===== config.mk =====
export PLATFORM = sky130hd
export DESIGN_NAME = fsrb_bank
export DESIGN_NICKNAME = d
export VERILOG_FILES = /design/src/verilog/fsrb_pkg.sv /design/src/verilog/fsrb_bank.sv
export SDC_FILE = /design/constraint.sdc
export NUM_CORES = 1
export LEC_CHECK = 0
export ABC_AREA = 1
export BUFFER_PORTS_ARGS = -buffer_cell sky130_fd_sc_hd__buf_2
export CAP_MARGIN = 40
export CELL_PAD_IN_SITES_DETAIL_PLACEMENT = 1
export CELL_PAD_IN_SITES_GLOBAL_PLACEMENT = 2
export CORE_MARGIN = 2
export CORE_UTILIZATION = 24
export CTS_CLUSTER_SIZE = 20
export DETAILED_ROUTE_END_ITERATION = 10
export HOLD_SLACK_MARGIN = 0.05
export PLACE_DENSITY = 0.77
export SETUP_SLACK_MARGIN = 0.2
export SYNTH_ARGS = -nofsm -noshare
export SYNTH_HDL_FRONTEND = slang
export SYNTH_SLANG_ARGS = --single-unit

===== constraint.sdc =====
create_clock -name sys_clk_i -period 2.3 [get_ports sys_clk_i]
set_clock_uncertainty 0.15 [all_clocks]
set_input_delay 0.345 -clock sys_clk_i [delete_from_list [all_inputs] [get_ports sys_clk_i]]
set_output_delay 0.345 -clock sys_clk_i [all_outputs]
set_load 0.01 [all_outputs]

===== src/verilog/fsrb_pkg.sv =====
// constants for the flash status register bank
package fsrb_pkg;
    // apb byte addresses
    localparam logic [7:0] ADDR_STAT1 = 8'h00;
    localparam logic [7:0] ADDR_STAT2 = 8'h04;
    localparam logic [7:0] ADDR_STAT1_NV = 8'h08;
    localparam logic [7:0] ADDR_CMD = 8'h0C;
    localparam logic [7:0] ADDR_EVENT = 8'h10;
    localparam logic [7:0] ADDR_CFG = 8'h14;
    localparam logic [7:0] ADDR_PROT = 8'h18;
    // status one field positions
    localparam int LOCK_BIT = 7;
    localparam int PFAIL_BIT = 6;
    localparam int EFAIL_BIT = 5;
    localparam int BPS_LSB = 2;
    localparam int WEL_BIT = 1;
    localparam int BUSY_BIT = 0;
    // status two field positions
    localparam int SEOK_BIT = 2;
    localparam int ESUS_BIT = 1;
    localparam int PSUS_BIT = 0;
    // nonvolatile factory default and writable mask of status one
    localparam logic [7:0] STAT1_NV_RESET = 8'h00;
    localparam logic [7:0] STAT1_NV_MASK = 8'h9C;
    // command register bit positions (write one to issue)
    localparam int CMD_WREN = 0;
    localparam int CMD_WRDI = 1;
    localparam int CMD_CLRF = 2;
    localparam int CMD_SWRST = 3;
    localparam int CMD_WRNV = 4;
    localparam int CMD_WRVOL = 5;
    localparam int CMD_CSRST = 6;
    // event register bit positions
    localparam int EV_START = 0;
    localparam int EV_DONE = 1;
    localparam int EV_IS_ERASE = 2;
    localparam int EV_FAIL = 3;
    localparam int EV_ESUS = 4;
    localparam int EV_PSUS = 5;
    localparam int EV_RESUME = 6;
    localparam int EV_EVAL = 7;
    localparam int EV_EVAL_OK = 8;
    // block protect size codes
    localparam logic [2:0] BPS_NONE = 3'h0;
    localparam logic [2:0] BPS_FOUR = 3'h1;
    localparam logic [2:0] BPS_EIGHT = 3'h2;
    localparam logic [2:0] BPS_ALL_BUT_TWO = 3'h7;
    localparam int SECTORS_DEFAULT = 256;
    localparam logic [31:0] UNMAPPED_READ = 32'h0000_0000;
endpackage : fsrb_pkg


===== src/verilog/fsrb_bank.sv =====
// status register bank with apb slave and protection decode
// What this block does
// - software and chip select resets copy nonvolatile bits into volatile; hardware reset loads both with the factory default
// - nonvolatile write also loads the volatile copy
// - volatile write leaves nonvolatile copy alone
// - lock bit with protect pin low blocks writes in single line mode
// - failed program sets program failure flag
// - program failure flag holds until clear or reset
// - failed or protected erase sets erase failure flag
// - erase failure flag holds until clear or reset
// - failure flag keeps busy set, blocking latch commands, register writes and operation start
// - failure flags set only at operation start or done
// - decode protect size field into sector range
// - permanent lock freezes nonvolatile protect size; volatile copy can only be reloaded from it
// - protect from top or from bottom
// - no program, erase or write without latch
// - write enable commands set the latch
// - write disable command clears the latch
// - successful operation clears the latch
// - power-up and resets clear the latch
// - busy flag shows embedded operation running
// - erase ok flag reflects evaluated sector
// - erase suspended flag while erase suspended
// - program suspended flag while program suspended
//
// The register addresses and the APB interface to the registers are this design's own decisions.
`timescale 1ns/100ps
`default_nettype none
module fsrb_bank
    import fsrb_pkg::*;
#(
    parameter int SECTORS = SECTORS_DEFAULT
)
(
    input wire logic sys_clk_i,
    input wire logic rst_b_i,
    input wire logic psel_i,
    input wire logic penable_i,
    input wire logic pwrite_i,
    input wire logic [7:0] paddr_i,
    input wire logic [31:0] pwdata_i,
    input wire logic [3:0] pstrb_i,
    output logic [31:0] prdata_o,
    output logic pready_o,
    output logic pslverr_o,
    input wire logic write_protect_b_i,
    input wire logic single_line_mode_i,
    input wire logic permanent_lock_i,
    input wire logic protect_from_bottom_i,
    input wire logic [7:0] op_sector_i,
    output logic busy_flag_o,
    output logic op_allowed_o,
    output logic sector_protected_o
);

    localparam int SW = $clog2(SECTORS);

    initial
    begin
        if (SECTORS < 16 || (SECTORS & (SECTORS - 1)) != 0 || SW > 8)
            $error("fsrb_bank: SECTORS must be a power of two, 16..256");
    end

    typedef struct packed {
        logic [7:0] stat1_nv;
        logic status_write_lock_en;
        logic program_fail_flag;
        logic erase_fail_flag;
        logic [2:0] block_protect_size;
        logic write_enable_latch;
        logic op_running;
        logic op_is_erase;
        logic sector_erase_ok;
        logic erase_suspended_flag;
        logic program_suspended_flag;
        logic [7:0] op_sector;
        logic [31:0] rdata;
        logic pready;
        logic pslverr;
    } fsrb_state_type;

    fsrb_state_type s_q;
    fsrb_state_type s_d;

    logic wr_acc;
    logic rd_acc;
    logic [31:0] wmask;
    logic [31:0] wd;
    logic busy;
    logic reg_lock;
    logic [7:0] vol_image;
    logic [7:0] st2_image;
    logic prot;
    logic [8:0] lim;
    logic [7:0] sec_rel;

    ////////////////////////////////////////////////////////////////////
    // apb decode helpers
    assign wr_acc = psel_i && penable_i && pwrite_i && !s_q.pready;
    assign rd_acc = psel_i && penable_i && !pwrite_i && !s_q.pready;
    assign wmask = {{8{pstrb_i[3]}}, {8{pstrb_i[2]}},
                    {8{pstrb_i[1]}}, {8{pstrb_i[0]}}};
    assign wd = pwdata_i & wmask;

    // busy while an operation runs or a failure is pending
    assign busy = s_q.op_running || s_q.program_fail_flag
        || s_q.erase_fail_flag;

    // lock bit with protect pin low in single line mode
    assign reg_lock = s_q.status_write_lock_en && !write_protect_b_i
        && single_line_mode_i;

    // volatile images as read back
    assign vol_image = {s_q.status_write_lock_en, s_q.program_fail_flag,
                        s_q.erase_fail_flag, s_q.block_protect_size,
                        s_q.write_enable_latch, busy};
    assign st2_image = {5'h00, s_q.sector_erase_ok,
                        s_q.erase_suspended_flag,
                        s_q.program_suspended_flag};

    ////////////////////////////////////////////////////////////////////
    // protected sector range decode
    always_comb
    begin
        case (s_q.block_protect_size)
            BPS_NONE: lim = 9'h000;
            BPS_FOUR: lim = 9'h004;
            BPS_EIGHT: lim = 9'h008;
            BPS_ALL_BUT_TWO: lim = 9'(SECTORS - 2);
            default: lim = 9'h004 << s_q.block_protect_size;
        endcase
        if (lim > 9'(SECTORS - 2))
            lim = 9'(SECTORS - 2);
        // distance from the protected end of the array
        if (protect_from_bottom_i)
            sec_rel = op_sector_i;
        else
            sec_rel = 8'(9'(SECTORS - 1) - {1'b0, op_sector_i});
        prot = {1'b0, sec_rel} < lim;
    end

    assign sector_protected_o = prot;
    // program or erase may start only with latch and no busy
    assign op_allowed_o = s_q.write_enable_latch && !busy;
    assign busy_flag_o = busy;

    ////////////////////////////////////////////////////////////////////
    // next state
    always_comb
    begin
        logic [7:0] nv_new;
        logic [7:0] v_new;
        logic [7:0] keep;
        nv_new = 8'h00;
        v_new = 8'h00;
        keep = 8'h00;
        s_d = s_q;
        s_d.pready = 1'b0;
        s_d.pslverr = 1'b0;
        // frozen fields under permanent lock
        keep = permanent_lock_i ? 8'h1C : 8'h00;

        if (wr_acc || rd_acc)
        begin
            s_d.pready = 1'b1;
        end

        // read path
        if (rd_acc)
        begin
            if (paddr_i == ADDR_STAT1)
                s_d.rdata = {24'h0, vol_image};
            else if (paddr_i == ADDR_STAT2)
                s_d.rdata = {24'h0, st2_image};
            else if (paddr_i == ADDR_STAT1_NV)
                s_d.rdata = {24'h0, s_q.stat1_nv};
            else if (paddr_i == ADDR_CFG)
                s_d.rdata = {24'h0, 5'h00, single_line_mode_i,
                             write_protect_b_i, reg_lock};
            else if (paddr_i == ADDR_PROT)
                s_d.rdata = {24'h0, 6'h00, op_allowed_o, prot};
            else
            begin
                s_d.rdata = UNMAPPED_READ;
                s_d.pslverr = 1'b1;
            end
        end

        // embedded operation events from the core
        if (wr_acc && paddr_i == ADDR_EVENT)
        begin
            if (wd[EV_START] && op_allowed_o)
            begin
                s_d.op_running = 1'b1;
                s_d.op_is_erase = wd[EV_IS_ERASE];
                s_d.op_sector = op_sector_i;
                // protected target fails at once
                if (prot && wd[EV_IS_ERASE])
                    s_d.erase_fail_flag = 1'b1;
                else if (prot)
                    s_d.program_fail_flag = 1'b1;
                if (prot)
                    s_d.op_running = 1'b0;
            end
            if (wd[EV_DONE] && s_q.op_running)
            begin
                s_d.op_running = 1'b0;
                if (wd[EV_FAIL] && s_q.op_is_erase)
                    s_d.erase_fail_flag = 1'b1;
                else if (wd[EV_FAIL])
                    s_d.program_fail_flag = 1'b1;
                else
                    s_d.write_enable_latch = 1'b0;
            end
            if (wd[EV_ESUS] && s_q.op_running && s_q.op_is_erase)
                s_d.erase_suspended_flag = 1'b1;
            if (wd[EV_PSUS] && s_q.op_running && !s_q.op_is_erase)
                s_d.program_suspended_flag = 1'b1;
            if (wd[EV_RESUME] || wd[EV_DONE])
            begin
                s_d.erase_suspended_flag = 1'b0;
                s_d.program_suspended_flag = 1'b0;
            end
            if (wd[EV_EVAL] && !busy)
                s_d.sector_erase_ok = wd[EV_EVAL_OK];
        end

        // host commands
        if (wr_acc && paddr_i == ADDR_CMD)
        begin
            if (!busy && (wd[CMD_WREN] || wd[CMD_WRVOL]))
                s_d.write_enable_latch = 1'b1;
            if (!busy && wd[CMD_WRDI])
                s_d.write_enable_latch = 1'b0;
            // clear failure flags, set of this cycle does not apply
            if (wd[CMD_CLRF])
            begin
                s_d.program_fail_flag = 1'b0;
                s_d.erase_fail_flag = 1'b0;
            end
            // register write: latch needed, lock honoured
            if ((wd[CMD_WRNV] || wd[CMD_WRVOL]) && !busy
                && s_q.write_enable_latch && !reg_lock)
            begin
                v_new = (wd[15:8] & STAT1_NV_MASK & ~keep)
                    | (vol_image & keep);
                if (wd[CMD_WRNV])
                begin
                    nv_new = (wd[15:8] & STAT1_NV_MASK & ~keep)
                        | (s_q.stat1_nv & keep);
                    s_d.stat1_nv = nv_new;
                    v_new = nv_new;
                end
                // volatile only: stat1_nv untouched
                s_d.status_write_lock_en = v_new[LOCK_BIT];
                s_d.block_protect_size = v_new[BPS_LSB +: 3];
                s_d.write_enable_latch = 1'b0;
            end
            // software or chip select reset reload
            if (wd[CMD_SWRST] || wd[CMD_CSRST])
            begin
                s_d.status_write_lock_en = s_q.stat1_nv[LOCK_BIT];
                s_d.block_protect_size = s_q.stat1_nv[BPS_LSB +: 3];
                s_d.program_fail_flag = 1'b0;
                s_d.erase_fail_flag = 1'b0;
                s_d.write_enable_latch = 1'b0;
                s_d.op_running = 1'b0;
                s_d.erase_suspended_flag = 1'b0;
                s_d.program_suspended_flag = 1'b0;
                s_d.sector_erase_ok = 1'b0;
            end
        end
    end

    ////////////////////////////////////////////////////////////////////
    // state register; reset loads volatile from factory nonvolatile
    always_ff @(posedge sys_clk_i)
    begin
        if (!rst_b_i)
        begin
            s_q <= '0;
            s_q.stat1_nv <= STAT1_NV_RESET;
            s_q.status_write_lock_en <= STAT1_NV_RESET[LOCK_BIT];
            s_q.block_protect_size <= STAT1_NV_RESET[BPS_LSB +: 3];
            s_q.write_enable_latch <= 1'b0;
        end
        else
        begin
            s_q <= s_d;
        end
    end

    // bus outputs
    assign prdata_o = s_q.rdata;
    assign pready_o = s_q.pready;
    assign pslverr_o = s_q.pslverr;

endmodule : fsrb_bank
`default_nettype wire


## Word level (Yosys, flattened, before mapping)

Index checks and enable logic that the tools add are counted.

| cells by class | value |
|---|---|
| multiply operators | 0 |
| divide/modulo/power cells | 0 |
| eq/ne operators | 9 |
| $add $sub $neg | 1 |
| reduce and logical (&&, ||, !) cells | 44 |
| magnitude comparators | 2 |
| shift-type cells | 1 |
| bitwise gates (word level) | 9 |
| multiplexer cells | 41 |

Operators by type and width:

| operator | number |
|---|---|
| two-way mux 8 bit | 7 |
| one-hot mux 9 bit (4 select lines) | 1 |
| == test 8 x 5 -> 1 bit, second input constant | 3 |
| logical AND 1 bit | 24 |
| two-way mux 1 bit | 17 |
| bitwise AND 16 bit | 1 |
| bitwise AND 8 x 5 -> 8 bit | 2 |
| == test 8 x 4 -> 1 bit, second input constant | 2 |
| two-way mux 2 bit | 8 |
| OR 8 bit | 2 |
| two-way mux 14 bit | 1 |
| > comparator 9 x 8 -> 1 bit, second input constant | 1 |
| < comparator 8 x 9 -> 1 bit | 1 |
| two-way mux 3 bit | 3 |
| two-way mux 9 bit | 1 |
| left shift 3 x 3 -> 9 bit, first input constant | 1 |
| bitwise AND 8 bit | 1 |
| == test 8 x 3 -> 1 bit, second input constant | 1 |
| zero test 8 bit | 1 |
| NOT 5 -> 8 bit | 1 |
| subtractor 8 bit, first input constant | 1 |
| logical OR 1 bit | 7 |
| two-way mux 7 bit | 1 |
| zero test 1 bit | 6 |
| other kinds (11) | 13 |

| word-level totals | value |
|---|---|
| memories kept | 0 |
| bits in registers | 62 |
| RAM bits | 0 |
| ROM bits | 0 |
| bits in latches | 0 |
| word-level logic and storage cells | 122 |
| input bits | 61 |

## Depth between registers and ports, before layout

Gate-level depths: netlist of run 1.

| depth | value |
|---|---|
| word-level depth | 15 |
| depth in mapped cells | 16 |

## Worst setup path after synthesis of run 1

Ideal clock, no wire load.

| timing path | value |
|---|---|
| path type | input -> output |
| start point | input port protect_from_bottom_i |
| end point | output port sector_protected_o |
| cell stages on the path | 8 |
| path buffers | 1 |
| setup slack | 239 ps |
| data arrival time | 1566 ps |
| required time | 1805 ps |
| cell sequence | clkbuf_1 -> xnor2_1 -> ha_1 -> nand2_1 -> nand2_1 -> a21oi_1 -> nand2_1 -> inv_1 |

| between the ends | value |
|---|---|
| longest elaborated chain between the ends | 2 |

RTL lines:

| what | line | source |
|---|---|---|
| from (decl) | fsrb_bank.sv:49 | `input wire logic protect_from_bottom_i,` |
| two-way mux 8 bit | fsrb_bank.sv:135 | `if (protect_from_bottom_i)` |
| < comparator 8 x 9 -> 1 bit | fsrb_bank.sv:139 | `prot = {1'b0, sec_rel} < lim;` |
| to (decl) | fsrb_bank.sv:53 | `output logic sector_protected_o` |

No other way between the ends.

## Worst setup path in the final report of run 1

| timing path | value |
|---|---|
| start point | register s_q[49] (netlist name) |
| end point | output port sector_protected_o |

| between the ends | value |
|---|---|
| longest elaborated chain between the ends | 5 |
| elaborated cells between the ends (all ways) | 9 |

RTL lines:

| what | line | source |
|---|---|---|
| from (decl) | fsrb_bank.sv:82 | `fsrb_state_type s_q;` |
| left shift 3 x 3 -> 9 bit, or another cell as far along | fsrb_bank.sv:130 | `default: lim = 9'h004 << s_q.block_protect_size;` |
| one-hot mux 9 bit (4 select lines) * | fsrb_bank.sv:125 | `case (s_q.block_protect_size)` |
| > comparator 9 x 8 -> 1 bit | fsrb_bank.sv:132 | `if (lim > 9'(SECTORS - 2))` |
| two-way mux 9 bit * | fsrb_bank.sv:132 |  |
| < comparator 8 x 9 -> 1 bit * | fsrb_bank.sv:139 |  |

Every way passes the cells marked *; elsewhere a longest branch is shown, timed or not.

==> impl_metrics.tcl, run 1 <==
set metrics [dict create \
    path_clk_slew_ps 110 \
    io_pins 98 \
    r2r-start "s_q[48]" \
    synth_top_family_by_area "simple AND/OR/NAND/NOR gates" \
    grt_usage 0.130 \
    crit_start "s_q[49]" \
    cts_root_buf "clkbuf_8" \
    syn_to_final_growth_pct 20.7 \
    pre_cts_slack_ps 151 \
    start_util 0.244 \
    slew_violations 0 \
    ir_drop_uv 199 \
    first_iter_violations 47 \
    first_global_vias 2221 \
    grt_pass1_wl_um 10600 \
    layout_commonest_cell "nand2_1" \
    critPathArrivalTime_ps 1660 \
    overflow 0 \
    comb_power_share 0.215 \
    setup-violations-final 0 \
    ys_seq_elements 26 \
    grt_max_degree 21 \
    vias 2185 \
    hp-class "in -> reg" \
    antenna_found_initial 0 \
    crit_end "sector_protected_o" \
    die_area_um2 9990 \
    place_congestion 0.784 \
    maxClockFrequency_mhz 465 \
    hpwlAfterDp_um 5200 \
    synth-edff-count 0 \
    cts_htree_levels 1 \
    setup-tns-final_ps 0 \
    synthesis.area_um2 2210 \
    nets 457 \
    clockBufferDepth 2 \
    routed_via_density 4.38 \
    rr_worst_depth 12 \
    drtAntennaViolNets 0 \
    num_antenna_cells 0 \
    yosys.area_share.simple 0.346 \
    most-common-layout-cells "nand2_1, buf_2, inv_1, nand3_1, nor2_1" \
    switchingPower_uw 315 \
    ctsHoldBuffers 0 \
    wl_per_cell_um 12.9 \
    power_density_nw_per_um2 411 \
    post-route-period-util 0.936 \
    fp.dieH_um 100 \
    endpoint_kind "output port" \
    synth_compound_area_frac 0.138 \
    synth_area_leaders "dfxtp_1, nand2_1, buf_4" \
    port_buffers 51 \
    wl_um 6440 \
    cp.required_ps 1800 \
    die_w_um 100 \
    dominantRegCellSynth "dfxtp_1" \
    power_frac_clock 0.368 \
    synth-xor-area-share 0.0277 \
    crit_type "reg -> out" \
    yosysTopAreaCellShare 0.236 \
    cts_tree "built" \
    synth-async-reset-ratio 0 \
    synth_top_area_cell "dfxtp_1" \
    yosys.area_share.adder 0.0396 \
    synthesis.instances 334 \
    synthMuxAreaShare 0 \
    avgSynthCellArea_um2 6.62 \
    clock_latency_ps 280 \
    rrSetupSlack_ps 360 \
    max_cap_viol_count 0 \
    numCtsBuffers 3 \
    rsz0062_at_grt "true" \
    worst-path-max-fanout 6 \
    startpoint_type "flip-flop" \
    core_area_um2 9060 \
    status "finished clean" \
    swShare 0.288 \
    hold_viol 0 \
    p_int_uw 780 \
    ys_warn_count 0 \
    ys_seq_area_frac 0.236 \
    dr.pass1.iters 6 \
    p_seq_frac 0.417 \
    clock_sinks 26 \
    drive_gt1_frac 0.299 \
    drc 0 \
    rows 35 \
    fill_cells 1167 \
    period_needed_ps 2150 \
    setup_ws_ps 148 \
    r2r_end "prdata_o[0]" \
    synth.distinct_cells 34 \
    p_leak_nw 1.34 \
]
==> flip-flops by register name, indices dropped and copies added, names as in the netlist <==
signal / count
s_q: 16
prdata_o: 8
pready_o: 1
pslverr_o: 1
==> through the flow <==
step | power [mW] | hold WS, ps | area (um2) | cells | util
global placement | 0.675 | 302 | 2440 | 485 | 0.270
CTS | 1.09 | 170 | 2580 | 494 | 0.284
global route | 1.16 | 180 | 2670 | 499 | 0.294
finish | 1.10 | 176 | 2670 | 499 | 0.294
detailed placement | 0.681 | 308 | 2440 | 485 | 0.270
floorplan | 0.639 | 275 | 2300 | 357 | -
==> worst max-delay path, cell delays in order (launching register included) <==
cell and delay [ps]:
dfxtp_4 380, inv_2 60, nand3_2 70, nand2_1 80, inv_2 40, ha_4 250, nand2_1 40, nand2_1 50
nand2_1 60, nand3_2 80, nand2_2 60, nand2_2 60, inv_2 40, buf_6 110
==> power by group through the flow <==
stage | clock (mW) | sequential, mW | combinational, mW
after floorplan | 0 | 0.471 | 0.168
after global placement | 0 | 0.471 | 0.204
after detailed placement | 0 | 0.471 | 0.209
after CTS | 0.408 | 0.459 | 0.223
after global routing | 0.434 | 0.458 | 0.268
final | 0.403 | 0.457 | 0.235
==> cell families (layout without fill, tap and decap cells) <==
kind of cell / after synthesis / in the layout
AND/OR/NAND/NOR: 154 / 154
AO/OA/AOI/OAI: 51 / 51
buffers and inverters: 88 / 119
other: 1 / 24
adder cells (fa/ha/maj): 7 / 7
XOR/XNOR: 7 / 7
flip-flops: 26 / 26
==> worst min path at each step <==
stage	start	to	depth (start not counted)
finish	psel_i	pready_o	3
global placement	s_q[42]	s_q[42]	2
detailed placement	prdata_o[0]	prdata_o[0]	2
CTS	psel_i	pready_o	3
global route	psel_i	pready_o	3
floorplan	s_q[42]	s_q[42]	2
==> what timing repair did <==
| item | in CTS | in global routing |
|---|---|---|
| pin swaps | 1 | 8 |
| cloned | 0 | 0 |
| endpoints found under the setup margin | 1 | 4 |
| setup buffers | 5 | 5 |
| gates resized for setup | 11 | 16 |
==> cell type report <==
class,count,area [um2],share of cell area
clock buffers,3,41.3,0.0155
clock inverters,1,30.0,0.0113
inverters,49,184,0.0690
multi-input cells,243,1360,0.511
flip-flops and latches,26,532,0.199
well taps,111,139,0.0521
repair buffers,66,378,0.142
==> synthesized netlist by cell type, types with 4 or more instances <==
master / count
nand3_1: 31
nor2_1: 27
dfxtp_1: 26
inv_1: 40
ha_1: 7
o21ai_0: 19
buf_4: 33
nand4_1: 4
xnor2_1: 7
a21oi_1: 17
o211ai_1: 7
o21ai_1: 4
inv_2: 9
nand2_1: 74
==> metal layers <==
metal	vias to the layer above	GRT usage	part of all wire
li1	1122	-	-
met1	1017	0.174	0.48
met2	40	0.225	0.49
met3	6	0.0125	0.026
met4	0	0.0327	0.013
met5	-	0	0
(Power assumes the default switching activity.)
==> inputs of run 2 (changes only) <==
clock period = 2.21 ns   (was 2.3 ns; I/O delays follow)
==> run 2 against run 1 <==
  * Die area did not move
  * Worst setup slack got worse by 46 ps
  * Global-route usage fell by 0.36 points
  * Critical path depth did not move
  * Final area rose by 3.4%
  * Sequential share of layout area fell by 0.66 points
  * Worst hold slack got worse by 24 ps
  * Clock power rose by 1%
  * First-iteration DRC count rose by 23%
  * Final cell count rose by 0.60%
  * Count of clock-buffer cells in the layout did not move
==> impl_metrics.tcl, run 2 (same netlist as run 1, synthesis figures left out) <==
set metrics [dict create \
    status "finished clean" \
    multi_input_area_um2 1420 \
    crit_type "reg -> out" \
    overflow 0 \
    start_util 0.244 \
    routed_via_density 4.40 \
    first_iter_violations 58 \
    antenna_found_initial 0 \
    drive_gt1_frac 0.332 \
    hold_viol 0 \
    clock_latency_ps 280 \
    wl_um 6250 \
    num_antenna_cells 0 \
    drc 0 \
    max_cap_viol_count 0 \
    grt_usage 0.126 \
    largest_register_ff_count 16 \
    port_buffers 51 \
    whs_ps 152 \
    vias 2207 \
    worst-path-max-fanout 8 \
    finish.instance_area_um2 2760 \
    hpwlAfterDp_um 5070 \
    post-route-period-util 0.954 \
    ir_drop_uv 224 \
    grt_use_met3 0.0153 \
    dr.pass1.iters 4 \
    drtAntennaViolNets 0 \
    period_needed_ps 2110 \
    top_register "s_q" \
    path_clk_slew_ps 100 \
    pre_cts_slack_ps 139 \
    cts_htree_levels 1 \
    grt.busiest_layer "met2" \
    dpl-instance-area_um2 2450 \
    met2_usage 0.220 \
    clockBufferDepth 2 \
    final_util 0.304 \
    endpoint_kind "output port" \
    most-common-layout-cells "nand2_1, buf_2, inv_1, nor2_1, nand3_1" \
    layout_commonest_cell "nand2_1" \
    die_area_um2 9990 \
    cts_tree "built" \
    maxClockFrequency_mhz 474 \
    nets 460 \
    cp.required_ps 1730 \
    grt_max_degree 21 \
    fp.dieH_um 100 \
    register_area_um2 532 \
    core_area_um2 9060 \
    grt_util_met1 0.173 \
    wl_per_cell_um 12.5 \
    place_congestion 0.824 \
    numCtsBuffers 3 \
    power.total_mw 1.16 \
    startpoint_type "flip-flop" \
    hp-class "in -> reg" \
    power_density_nw_per_um2 421 \
    setup-violations-final 0 \
    die_w_um 100 \
    rsz0062_at_grt "true" \
    slew_violations 0 \
    p_leak_nw 1.36 \
    fill_cells 1171 \
    setup_ws_ps 102 \
    clock_sinks 26 \
    cts_root_buf "clkbuf_8" \
    io_pins 98 \
    first_global_vias 2121 \
    rows 35 \
    grt_pass1_wl_um 10300 \
    syn_to_final_growth_pct 24.8 \
    critPathArrivalTime_ps 1630 \
]
[run 2: changes by cell type in the layout (fill, tap and decap cells not counted), moves of 2 or more]
cell,before,now
nand3_2,3,5
nand2_2,5,11
a21oi_1,15,13
nand3_1,29,26
a21oi_2,2,4
nand2_1,71,65
buf_6,2,6
[run 2: worst max-delay path, cell delays in order, from the launching register on]
cell and delay, ps:
dfxtp_4 390, inv_2 70, nand3_2 60, nand2_2 70, inv_2 40, ha_4 260
nand2_2 40, nand2_2 50, nand2_2 50, nand3_2 60, nand2_2 60, nand2_2 60
inv_2 40, buf_6 110
[run 2: final timing paths]
path,startpoint,slack (ps),depth (start not counted),end
min reg2reg,s_q[43],310,2,s_q[43]
min,psel_i,150,3,pready_o
max reg2reg,s_q[50],140,19,s_q[46]
max,s_q[50],100,13,sector_protected_o
[run 2: cell type report]
type / instances / area share
clock inverter: 1 / 0.0109
multi-input combinational: 243 / 0.514
sequential: 26 / 0.193
inverter: 49 / 0.0667
tap: 111 / 0.0504
clock buffer: 3 / 0.0150
timing repair buffer: 69 / 0.151
[run 2: metrics by stage]
step / setup TNS [ps] / std cells
global route: -19.9 / 502
floorplan: 0 / 357
finish: 0 / 502
detailed placement: 0 / 486
global placement: 0 / 486
CTS: 0 / 499
[run 2: layer usage]
metal / vias up / share of wire
li1: 1126 / -
met1: 1037 / 0.48
met2: 42 / 0.48
met3: 2 / 0.039
met4: 0 / 0.0027
met5: - / 0
[run 2: power breakdown]
part           internal [mW]  leakage, nW  switching (mW)
sequential             0.472        0.213         0.00363
clock                  0.243       0.0357           0.166
combinational          0.120         1.11           0.158
total                  0.834         1.36           0.328
[run 2: timing repair]
item,4_1_cts,5_1_grt
gates resized for setup,17,25
pin swaps,2,6
hold buffers,0,0
setup buffers,9,3
setup endpoints to repair,3,5
cloned,0,0
==> inputs of run 3 (changes only) <==
ABC_AREA = 0   (was 1)
CORE_UTILIZATION = 25   (was 24)
==> run 3 against run 2 <==
  * The run now ends with setup timing left
  * Synthesized area fell by 5.7%
  * Final area up 0.23%
  * First-iteration DRC count rose by 5.2%
  * Sequential cell count unchanged
  * Worst hold slack gained 1.8 ps
  * Total power is 6.0% lower
  * Global-route usage is 2.2 points higher
  * Fmax fell by 14%
  * Combinational power up 3%
  * Register-to-register slack got worse by 240 ps
  * Via count down 3.3%
  * Clock power is 19% lower
  * Critical path type unchanged
==> impl_metrics.tcl, run 3 <==
set metrics [dict create \
    rrSetupSlack_ps -100 \
    ys_top_cells_by_count "buf_4, dfxtp_1, nand2_1" \
    first_iter_violations 61 \
    cts_htree_levels 1 \
    hp-class "in -> reg" \
    cts_root_buf "clkbuf_8" \
    whs_endpoint "s_q[57]" \
    setup_ws_ps -254 \
    top_register "s_q" \
    ctsHoldBuffers 0 \
    ys_seq_elements 26 \
    period_needed_ps 2460 \
    pre_cts_slack_ps -122 \
    final_util 0.340 \
    comb_power_share 0.263 \
    core_area_um2 8130 \
    die_area_um2 9080 \
    crit_type "reg -> out" \
    die_w_um 95.3 \
    hold_viol 0 \
    synth_top_area_cell "dfxtp_1" \
    cp.required_ps 1730 \
    post-route-period-util 1.11 \
    power.total_mw 1.09 \
    finish.instance_area_um2 2760 \
    syn_to_final_growth_pct 32.6 \
    r2r_end "prdata_o[0]" \
    p_seq_frac 0.432 \
    drc 0 \
    clockBufferDepth 2 \
    vias 2135 \
    path_clk_slew_ps 110 \
    power_frac_clock 0.305 \
    switchingPower_uw 332 \
    p_leak_nw 1.18 \
    synth_area_leaders "dfxtp_1, buf_4, ha_1" \
    worst-path-max-fanout 4 \
    largest_register_ff_count 16 \
    fp.dieH_um 95.3 \
    drtAntennaViolNets 0 \
    yosysMostFrequentCell "buf_4" \
    fin_cells 436 \
    hpwlAfterDp_um 5240 \
    ys_seq_area_frac 0.250 \
    overflow 0 \
    r2r-start "s_q[50]" \
    setup-violations-final 3 \
    whs_path_depth 3 \
    p_int_uw 761 \
    dpl-instance-area_um2 2550 \
    swShare 0.303 \
    wl_um 6650 \
    max_cap_viol_count 0 \
    synthesis.area_um2 2080 \
    rows 33 \
    ys_warn_count 0 \
    yosysTopAreaCellShare 0.250 \
    critPathArrivalTime_ps 1980 \
    synth-edff-count 0 \
    numCtsBuffers 3 \
    port_buffers 51 \
    most-common-layout-cells "buf_2, buf_4, conb_1, dfxtp_1, nand2_1" \
    grt_pass1_wl_um 10500 \
    layout_commonest_cell "buf_2" \
    place_congestion 0.883 \
    synth-async-reset-ratio 0 \
    rsz0062_at_grt "true" \
    cts_tree "built" \
    antenna_found_initial 0 \
    ir_drop_uv 232 \
    slew_violations 0 \
    grt_usage 0.148 \
    avgSynthCellArea_um2 7.96 \
    start_util 0.256 \
    num_antenna_cells 0 \
    synthesis.instances 262 \
    dominantRegCellSynth "dfxtp_1" \
    dpl.cell_count 424 \
    clock_sinks 26 \
    rr_worst_depth 9 \
    clock_latency_ps 290 \
    endpoint_kind "output port" \
    first_global_vias 2126 \
    maxClockFrequency_mhz 406 \
    status "finished, violations left" \
    grt_max_degree 23 \
    wl_per_cell_um 15.3 \
    power_density_nw_per_um2 395 \
    hold_path_startpoint "pwdata_i[11]" \
    drive_gt1_frac 0.393 \
    io_pins 98 \
    nets 400 \
    violations "setup timing" \
    routed_via_density 4.90 \
    synth.distinct_cells 50 \
    dr.pass1.iters 4 \
    startpoint_type "flip-flop" \
]
[run 3: cell types whose count changed after synthesis, sizes merged, moves of 6 or more]
cell	delta
a211oi	+9
a21oi	-9
and2	+6
clkbuf	+7
inv	-39
nand2	-59
nand3	-25
nor2	-22
o2111ai	+6
o211ai	-6
o21ai	-9
[run 3: how the worst max path moves through the flow]
| stage | start | endpoint | cells past startpoint |
|---|---|---|---|
| 6_report | s_q[50] | sector_protected_o | 7 |
| 3_5_place_dp | protect_from_bottom_i | prdata_o[0] | 8 |
| 2_1_floorplan | s_q[50] | sector_protected_o | 7 |
| 4_1_cts | s_q[50] | sector_protected_o | 7 |
| 3_3_place_gp | protect_from_bottom_i | sector_protected_o | 7 |
| 5_1_grt | s_q[48] | sector_protected_o | 8 |
[run 3: layout make-up]
cell class,instances,area (um2)
clock buffer,4,55.1
fill,974,5370
inverter,10,37.5
timing repair buffer,89,558
sequential,26,531
tap,105,131
multi-input combinational,202,1450
[run 3: per-layer routing]
metal  GRT usage  share of wire  up-vias
li1            -              -     1056
met5           0              0        -
met3      0.0221          0.041        4
met4      0.0278          0.011        0
met2       0.273           0.50       47
met1       0.183           0.45     1028
[run 3: logic make-up after synthesis]
| group | Yosys count | share of synthesized area |
|---|---|---|
| xor+xnor | 7 | 0.0294 |
| other cells | 1 | 0.00180 |
| buf+inv | 57 | 0.167 |
| fa+ha+maj | 7 | 0.0420 |
| simple gates | 87 | 0.244 |
| flops | 26 | 0.250 |
| compound gates | 74 | 0.252 |
| mux | 3 | 0.0144 |
[run 3: metrics by stage]
step	setup TNS [ps]	hold slack, ps
CTS	-366	165
global placement	-171	298
global route	-813	183
finish	-375	154
detailed placement	-483	311
floorplan	0	282
[run 3: critical path, cell delays in order, from the launching register on]
cell,delay [ps]
dfxtp_2,350
nand2b_4,130
o21a_1,200
ha_4,220
a21o_1,200
a221oi_4,310
o21a_1,160
buf_2,130
[run 3: what timing repair did]
| item | in CTS | in global routing |
|---|---|---|
| buffers inserted | 1 | 7 |
| gates cloned | 0 | 0 |
| resized for setup | 15 | 13 |
| pin swaps | 8 | 12 |
| endpoints found under the setup margin | 14 | 12 |
[run 3: power by group through the flow]
stage | Clock [mW] | Sequential, mW | Combinational, mW
floorplan | 0 | 0.485 | 0.173
global placement | 0 | 0.484 | 0.242
detailed placement | 0 | 0.485 | 0.248
CTS | 0.337 | 0.472 | 0.266
global route | 0.365 | 0.473 | 0.320
finish | 0.333 | 0.472 | 0.287
